[src/common/fspc_map.svh]
`ifndef FSPC_MAP_SVH
`define FSPC_MAP_SVH
// Behaviour
// Pattern X0000011 then store within four cycles starts page erase; data ignored.
// Software puts page number in page field, other pointer bits zero.
// Erase in read-while-write section keeps other readable; else halts cpu.
// Pattern 00000001 then store loads data pair into buffer slot by word field.
// Buffer clears after page write, on section re-enable, and on reset.
// Software loads each buffer slot at most once between clears.
// Eeprom write during partial buffer load discards all loaded words.
// Pattern X0000101 then store within four cycles starts page write.
// Page write to read-while-write section keeps other readable; else halts cpu.
// Enabled completion interrupt stays asserted while store enable is clear.
// Erase or write blocks read-while-write section reads and holds section busy.
// Section busy stays set until software issues section re-enable.
// Pattern X0001001 then store programs boot lock bits from low data.
// Zeros in low data bits 5:2 program lock bits; pointer ignored.
// Software should use pointer 0x0001 and set data bits 7,6,1,0.
// Lock programming leaves all flash readable and never halts.
// During eeprom write all programming commands and fuse readback refused; code refuses control writes, fuse reads; an armed sequence still starts.
// Software should check eeprom busy clear before writing control.
// Software erases before writing, same page address for both.
// Buffer accepts word loads in any order.
// Software should disable interrupts before the timed sequence.
// Without store within four cycles, armed bits including store enable clear.
// Address captured from pointer when an operation starts.
// Erase, write and lock programming take 3.7 ms to 4.5 ms.
// Store enable clears when any operation completes.

// ----------------------------------------
// Control register fields
// ----------------------------------------
`define FSPC_BIT_IE      7
`define FSPC_BIT_BUSY    6
`define FSPC_BIT_REENABLE 4
`define FSPC_BIT_LOCK    3
`define FSPC_BIT_WRITE   2
`define FSPC_BIT_ERASE   1
`define FSPC_BIT_STORE_EN 0
`define FSPC_CMD_LOAD    5'h01
`define FSPC_CMD_ERASE   5'h03
`define FSPC_CMD_WRITE   5'h05
`define FSPC_CMD_LOCK    5'h09
`define FSPC_CMD_REENABLE 5'h11
`define FSPC_CTRL_RESET  8'h00
`define FSPC_LOCK_RESET  4'hf

// ----------------------------------------
// Timing
// ----------------------------------------
`define FSPC_ARM_WINDOW  4
`define FSPC_CLK_MHZ     200
`define FSPC_PROG_MIN_US 3700
`define FSPC_PROG_MAX_US 4500
`endif

[src/common/fspc_pkg.sv]
package fspc_pkg;
    typedef enum logic [1:0] {
        FSPC_OP_ERASE,
        FSPC_OP_WRITE,
        FSPC_OP_LOCK
    } fspc_op_t;

    typedef struct packed {
        logic [7:0] data;
        logic wr;
    } fspc_ctrl_wr_t;

    typedef struct packed {
        logic [15:0] addr;
        logic [15:0] data;
        logic store;
    } fspc_store_t;

    typedef struct packed {
        logic go;
        fspc_op_t op;
        logic [15:0] addr;
    } fspc_prog_t;
endpackage

[src/rtl/fspc_timer.sv]
`timescale 1ns/1ps
`include "fspc_map.svh"
// ----------------------------------------
// Programming time counter
// ----------------------------------------
module fspc_timer #(
    parameter int CYCLES = `FSPC_CLK_MHZ * `FSPC_PROG_MIN_US
) (
    input wire logic clk,
    input wire logic nrst,
    input wire logic start,
    output logic done
);
    logic [31:0] cnt_q;
    logic run_q;
    wire last = run_q && (cnt_q == 32'(CYCLES - 1));

    always_ff @(posedge clk) begin
        if (!nrst) begin
            cnt_q <= 32'h0;
            run_q <= 1'b0;
            done <= 1'b0;
        end else begin
            done <= last;
            if (start) begin
                run_q <= 1'b1;
                cnt_q <= 32'h0;
            end else if (last) begin
                run_q <= 1'b0;
            end else if (run_q) begin
                cnt_q <= cnt_q + 32'h1;
            end
        end
    end
endmodule

[src/rtl/fspc_ctrl.sv]
`timescale 1ns/1ps
`include "fspc_map.svh"
module fspc_ctrl #(
    // Minimum time, clk at 200 MHz; lies inside 3.7 to 4.5 ms
    parameter int PROG_CYCLES = `FSPC_CLK_MHZ * `FSPC_PROG_MIN_US,
    parameter int PAGE_WORDS = 128,
    parameter int WORD_BITS = 7,
    // Pages from here up halt the core; a 16-bit pointer reaches only 256 pages
    parameter int READ_WHILE_WRITE_PAGES = 192
) (
    // Clock and reset
    input wire logic clk,
    input wire logic nrst,
    // Core side
    input wire fspc_pkg::fspc_ctrl_wr_t ctrl_wr,
    input wire fspc_pkg::fspc_store_t store,
    input wire logic [4:0] buf_rd_idx,
    input wire logic eeprom_write_busy_bit,
    input wire logic fuse_read_req,
    // Status
    output logic [7:0] flash_prog_control_reg,
    output logic irq,
    output logic cpu_halt,
    output logic rww_read_block,
    output logic fuse_read_allow,
    output logic [3:0] boot_lock_bits,
    // Flash array side
    output fspc_pkg::fspc_prog_t prog,
    output logic [15:0] buf_rd_data
);
    // ----------------------------------------
    // State
    // ----------------------------------------
    typedef enum logic [1:0] {
        FSPC_IDLE,
        FSPC_ARMED,
        FSPC_BUSY
    } fspc_st_t;

    fspc_st_t st_q;
    logic [7:0] ctl_q;
    logic [2:0] arm_cnt_q;
    logic busy_q;
    logic halt_sect_q;
    logic [15:0] page_buf_q [PAGE_WORDS];
    logic [PAGE_WORDS-1:0] valid_q;
    logic done;
    logic [15:0] buf_rd_q;

    wire logic [4:0] cmd = ctl_q[4:0];
    wire logic st_go = (st_q == FSPC_ARMED) && store.store;
    wire logic is_erase = cmd == `FSPC_CMD_ERASE;
    wire logic is_write = cmd == `FSPC_CMD_WRITE;
    wire logic is_lock = cmd == `FSPC_CMD_LOCK;
    wire logic is_load = cmd == `FSPC_CMD_LOAD;
    wire logic is_reenable = cmd == `FSPC_CMD_REENABLE;
    wire logic [WORD_BITS-1:0] word_idx = store.addr[WORD_BITS:1];
    wire logic [15:0] page_no = 16'(store.addr >> (WORD_BITS + 1));
    wire logic start_prog = st_go && (is_erase || is_write);
    wire logic start_lock = st_go && is_lock;
    // Eeprom write refuses any arming of the control register
    wire logic ctl_take = ctrl_wr.wr && !eeprom_write_busy_bit && st_q != FSPC_BUSY;
    wire logic arm_out = (st_q == FSPC_ARMED) && !store.store
        && (arm_cnt_q == 3'(`FSPC_ARM_WINDOW - 1));
    // Clear beats a load in the same cycle: a load racing an eeprom write is lost anyway
    wire logic buf_clr = (done && ctl_q[`FSPC_BIT_WRITE]) || (st_go && is_reenable)
        || (eeprom_write_busy_bit && |valid_q);

    fspc_timer #(.CYCLES(PROG_CYCLES)) u_timer (
        .clk(clk),
        .nrst(nrst),
        .start(start_prog || start_lock),
        .done(done)
    );

    // ----------------------------------------
    // Control register and sequencing
    // ----------------------------------------
    always_ff @(posedge clk) begin
        if (!nrst) begin
            st_q <= FSPC_IDLE;
            ctl_q <= `FSPC_CTRL_RESET;
            arm_cnt_q <= 3'h0;
        end else begin
            case (st_q)
                FSPC_IDLE: begin
                    if (ctl_take) begin
                        ctl_q <= {ctrl_wr.data[7], 2'b00, ctrl_wr.data[4:0]};
                        arm_cnt_q <= 3'h0;
                        if (ctrl_wr.data[`FSPC_BIT_STORE_EN]) begin
                            st_q <= FSPC_ARMED;
                        end
                    end
                end
                FSPC_ARMED: begin
                    arm_cnt_q <= arm_cnt_q + 3'h1;
                    if (start_prog || start_lock) begin
                        st_q <= FSPC_BUSY;
                    end else if (st_go || arm_out) begin
                        ctl_q[4:0] <= 5'h00;
                        st_q <= FSPC_IDLE;
                    end
                end
                FSPC_BUSY: begin
                    if (done) begin
                        ctl_q[4:0] <= 5'h00;
                        st_q <= FSPC_IDLE;
                    end
                end
                default: st_q <= FSPC_IDLE;
            endcase
        end
    end

    // ----------------------------------------
    // Section busy and address capture
    // ----------------------------------------
    always_ff @(posedge clk) begin
        if (!nrst) begin
            busy_q <= 1'b0;
            halt_sect_q <= 1'b0;
            prog <= '0;
        end else begin
            prog.go <= start_prog || start_lock;
            if (start_prog) begin
                busy_q <= 1'b1;
                halt_sect_q <= page_no >= 16'(READ_WHILE_WRITE_PAGES);
                prog.addr <= store.addr;
                prog.op <= is_erase ? fspc_pkg::FSPC_OP_ERASE : fspc_pkg::FSPC_OP_WRITE;
            end else if (start_lock) begin
                halt_sect_q <= 1'b0;
                prog.addr <= 16'h0;
                prog.op <= fspc_pkg::FSPC_OP_LOCK;
            end else if (st_go && is_reenable && st_q != FSPC_BUSY) begin
                busy_q <= 1'b0;
            end
            // Halt ends with the operation; section busy waits for software
            if (done) begin
                halt_sect_q <= 1'b0;
            end
        end
    end

    // ----------------------------------------
    // Page buffer, any load order
    // ----------------------------------------
    always_ff @(posedge clk) begin
        if (!nrst) begin
            valid_q <= '0;
        end else if (buf_clr) begin
            valid_q <= '0;
        end else if (st_go && is_load) begin
            valid_q[word_idx] <= 1'b1;
        end
    end

    always_ff @(posedge clk) begin
        if (st_go && is_load) begin
            page_buf_q[word_idx] <= store.data;
        end
    end

    // Cleared slots read as erased flash
    always_ff @(posedge clk) begin
        if (!nrst) begin
            buf_rd_q <= 16'hffff;
        end else begin
            buf_rd_q <= valid_q[buf_rd_idx] ? page_buf_q[buf_rd_idx] : 16'hffff;
        end
    end
    assign buf_rd_data = buf_rd_q;

    // ----------------------------------------
    // Lock bits and status outputs
    // ----------------------------------------
    always_ff @(posedge clk) begin
        if (!nrst) begin
            boot_lock_bits <= `FSPC_LOCK_RESET;
        end else if (start_lock) begin
            boot_lock_bits <= boot_lock_bits & store.data[5:2];
        end
    end

    always_ff @(posedge clk) begin
        if (!nrst) begin
            flash_prog_control_reg <= `FSPC_CTRL_RESET;
            irq <= 1'b0;
            cpu_halt <= 1'b0;
            rww_read_block <= 1'b0;
            fuse_read_allow <= 1'b0;
        end else begin
            flash_prog_control_reg <= {ctl_q[7], busy_q, ctl_q[5:0]};
            irq <= ctl_q[`FSPC_BIT_IE] && !ctl_q[`FSPC_BIT_STORE_EN];
            cpu_halt <= halt_sect_q;
            rww_read_block <= busy_q;
            fuse_read_allow <= fuse_read_req && !eeprom_write_busy_bit;
        end
    end
endmodule

[config.mk]
export PLATFORM = sky130hd
export DESIGN_NAME = fspc_ctrl
export DESIGN_NICKNAME = d
export VERILOG_FILES = /design/src/common/fspc_pkg.sv /design/src/rtl/fspc_timer.sv /design/src/rtl/fspc_ctrl.sv
export VERILOG_INCLUDE_DIRS = /design/src /design/src/common
export SDC_FILE = /design/constraint.sdc
export NUM_CORES = 1
export LEC_CHECK = 0
export BUFFER_PORTS_ARGS = -buffer_cell sky130_fd_sc_hd__buf_4
export CORE_MARGIN = 3
export CORE_UTILIZATION = 35
export CTS_BUF_LIST = sky130_fd_sc_hd__clkbuf_4
export CTS_CLUSTER_SIZE = 24
export DETAILED_ROUTE_END_ITERATION = 10
export GPL_TIMING_DRIVEN = 0
export PLACE_DENSITY_LB_ADDON = 0.1
export SETUP_SLACK_MARGIN = 0.4
export SLEW_MARGIN = 20
export SYNTH_ARGS = -nofsm -noshare
export SYNTH_HDL_FRONTEND = slang
export SYNTH_SLANG_ARGS = --single-unit
[constraint.sdc]
create_clock -name clk -period 4.49 [get_ports clk]
set_clock_uncertainty 0.15 [all_clocks]
set_input_delay 0.449 -clock clk [delete_from_list [all_inputs] [get_ports clk]]
set_output_delay 0.449 -clock clk [all_outputs]
set_load 0.05 [all_outputs]
==> run_results.csv <==
group,metric,value,unit
placement,portBuffers,92,
worst_hold_path,hold_depth,5,
synth,syn_area,28000,sq um
placement,gp_congestion,0.764,
die,die_area,83400,sq um
run,timing.max_cap.violations,0,
die,die_h,289,um
clocking,clock_sinks,736,
clocking,clk_pin_slew,0.07,ns
timing,fin_crit_sh,0.797,
synth,syn_area_per_cell,15.7,sq um
setup_path,r2r-end,"page_buf_q[11][11]",
final_layout,top_regs,"page_buf_q: 512 flops, valid_q: 128 flops, u_timer.cnt_q: 32 flops",
final_layout,regArea,19900,sq um
grt,antenna_found_initial,5,
pwr,power_frac_seq,0.528,
timing,hold_viol_final,0,
detailed_routing,vias,17400,
setup_path,worst_path_largest_cell_delay,0.98,ns
synth,synth_edf_count,512,
worst_hold_path,hold_class,"primary input to register",
setup_path,worst-path-stages,6,
detailed_routing,wirelength,77.3,mm
setup_path,cp_slowest_cell,"nor2_4",
synth,yosysWarnings,0,
synth,ys_seq_area_frac,0.709,
setup_path,cp.arrival,4.02,ns
final_layout,fill_cells,7329,
timing,max_freq,0.279,GHz
setup_path,end_kind,"register",
final_layout,area_delta_synth_final,20.1,%
timing,slew_headroom,0.269,
die,core_area,79100,sq um
synth,yosys.cell_types.count,63,
clocking,ctsResizeCount,0,
clocking,cts_buffers,192,
detailed_routing,dr.pass1.iters,6,
setup_path,criticalPathCategory,"register to register",
synth,synthFlopType,"edfxtp_1",
detailed_routing,drcViolationCount,0,
clocking,cts_tree,"yes",
run_status,status,"finished clean",
grt,grt_max_degree,34,
clocking,h-tree-depth,4,
timing,slew_violations,0,
clocking,cts-root-buf,"clkbuf_4",
clocking,clock_latency,1.01,ns
timing,fin_setup_tns,0,ns
final_layout,multiInputGateArea,7800,sq um
synth,synth_nets,1846,
pwr,p_per_area,409,nW/um^2
final_layout,largest_register,"page_buf_q",
setup_path,path_delay_family,"simple AND/OR/NAND/NOR gates",
grt,grt_first_pass_wirelength,114,mm
setup_path,critPathLaunch,"st_q[1]",
detailed_routing,ant_nets,0,
clocking,cts_setup_buffers,0,
grt,grt-ovfl-total,0,
final_layout,fin_area,33600,sq um
grt,grt_pass1_vias,18100,
placement,dp_hpwl,49.2,mm
detailed_routing,drt-wirelength-per-cell,23.2,um
pwr,p_leak,11.2,nW
die,ios,102,
final_layout,nNetsFinal,2203,
pwr,comb_power_share,0.047,
synth,synthCells,1788,
pwr,p_int,0.0106,W
die,die_w,289,um
synth,async_flop_share,0,
setup_path,endpoint,"page_buf_q[11][11]",
final_layout,layout_commonest_cell,"edfxtp_1",
setup_path,cp.required,4.93,ns
setup_path,worst-path-buf-inv,2,
timing,rsz0062_at_grt,"false",
setup_path,path_cells,"inv_1 -> ha_1 -> and4b_1 -> clkbuf_1 -> nand4b_1 -> nor2_4",
pwr,clkPwrFrac,0.424,
setup_path,cp_max_fo,17,
pwr,p_switching,0.00310,W
pwr,p_sw_frac,0.226,
die,initial_utilization,0.354,
setup_path,rr_worst_depth,6,
setup_path,critPathLaunchType,"register",
placement,post_dp_cell_area,30500,sq um
detailed_routing,viasPerCell,5.20,
timing,worst_slew_pin_slew,1.09,ns
grt,track_usage,0.187,
final_layout,final_cell_mix,"edfxtp_1, clkbuf_4, dfxtp_1, nor3_1, mux4_2",
setup_path,r2r-start,"st_q[1]",
setup_path,ff2ff_setup_slack,0.91,ns
final_layout,largest_register_ffs,512,
timing,setup_viol,0,
clocking,clockBufferDepth,3,
clocking,cts_hold_buf,60,
timing,post-route-min-period,3.58,ns
final_layout,drive_gt1_frac,0.275,
die,row_count,103,
pwr,irDropWorstVdd,0.213,mV
synth,ys_ff_latch,736,
detailed_routing,drt_iter0_drc,1269,
-- cell usage after synthesis (all sizes together), types with 31 or more instances --
| cell type | number | area [sq um] |
|---|---|---|
| a21oi | 109 | 549 |
| mux2i | 31 | 310 |
| dfxtp | 224 | 4480 |
| buf | 42 | 224 |
| nor2 | 119 | 447 |
| o21ai | 36 | 180 |
| clkbuf | 72 | 272 |
| mux4 | 128 | 2880 |
| nor4 | 45 | 282 |
| nor3 | 134 | 671 |
| edfxtp | 512 | 15400 |
| a22o | 33 | 289 |
| nand2 | 39 | 146 |
-- cells by family after synthesis --
family,synth area share
xor gates and xnor gates,0.00688
muxes,0.115
and+or+nand+nor,0.0869
other,0.000134
DFF,0.709
adders and majority gates,0.00313
AOI/OAI and AO/OA,0.0582
buffers and inverters,0.0205
-- how the worst min path moves through the flow --
stage / start / endpoint / slack, ns
after global placement: halt_sect_q / cpu_halt / 0.29
after global routing: store[24] / prog[7] / 0.05
after floorplan: u_timer.done / halt_sect_q / 0.26
after CTS: buf_rd_idx[3] / buf_rd_data[7] / 0.009
after detailed placement: halt_sect_q / cpu_halt / 0.29
final: buf_rd_idx[3] / buf_rd_data[11] / 0.13
-- layout make-up --
class	instances	area share
sequential	736	0.591
multi-input combinational	917	0.232
clock buffer	296	0.0661
timing repair buffer	163	0.0474
tap	1050	0.0391
buffer	114	0.0147
clock inverter	32	0.00685
inverter	21	0.00235
antenna	8	0.000596
-- power by group through the flow --
stage,logic (W),registers [W],clock network [W]
6_report,0.000648,0.00726,0.00583
5_1_grt,0.000701,0.00725,0.00637
4_1_cts,0.000661,0.00726,0.00603
3_5_place_dp,0.000617,0.00741,0
3_3_place_gp,0.000602,0.00741,0
2_1_floorplan,0.000322,0.00742,0
-- layer usage --
layer  share of wire  track usage  wire (um)
met4           0.017       0.0575       1350
met1            0.44        0.249      34200
met3           0.058       0.0459       4520
met2            0.48        0.305      37200
met5         0.00017            0         13
-- worst min-delay path, stage by stage --
cell	delay, ns
buf_4	0.16
nand2b_1	0.07
clkbuf_2	0.18
o22ai_1	0.22
o311ai_1	0.12
-- stage by stage --
stage | setup WS, ns | power (W) | util | cells | hold WS [ns]
after floorplan | 1.89 | 0.00774 | - | 1788 | 0.261
after global placement | 0.318 | 0.00801 | 0.379 | 2930 | 0.291
after detailed placement | 0.634 | 0.00802 | 0.386 | 2941 | 0.292
after CTS | 0.923 | 0.0139 | 0.425 | 3329 | 0.00943
after global routing | 0.733 | 0.0143 | 0.425 | 3334 | 0.0531
final | 0.910 | 0.0137 | 0.425 | 3337 | 0.126
Note: power is estimated with default switching activity, not from simulation.
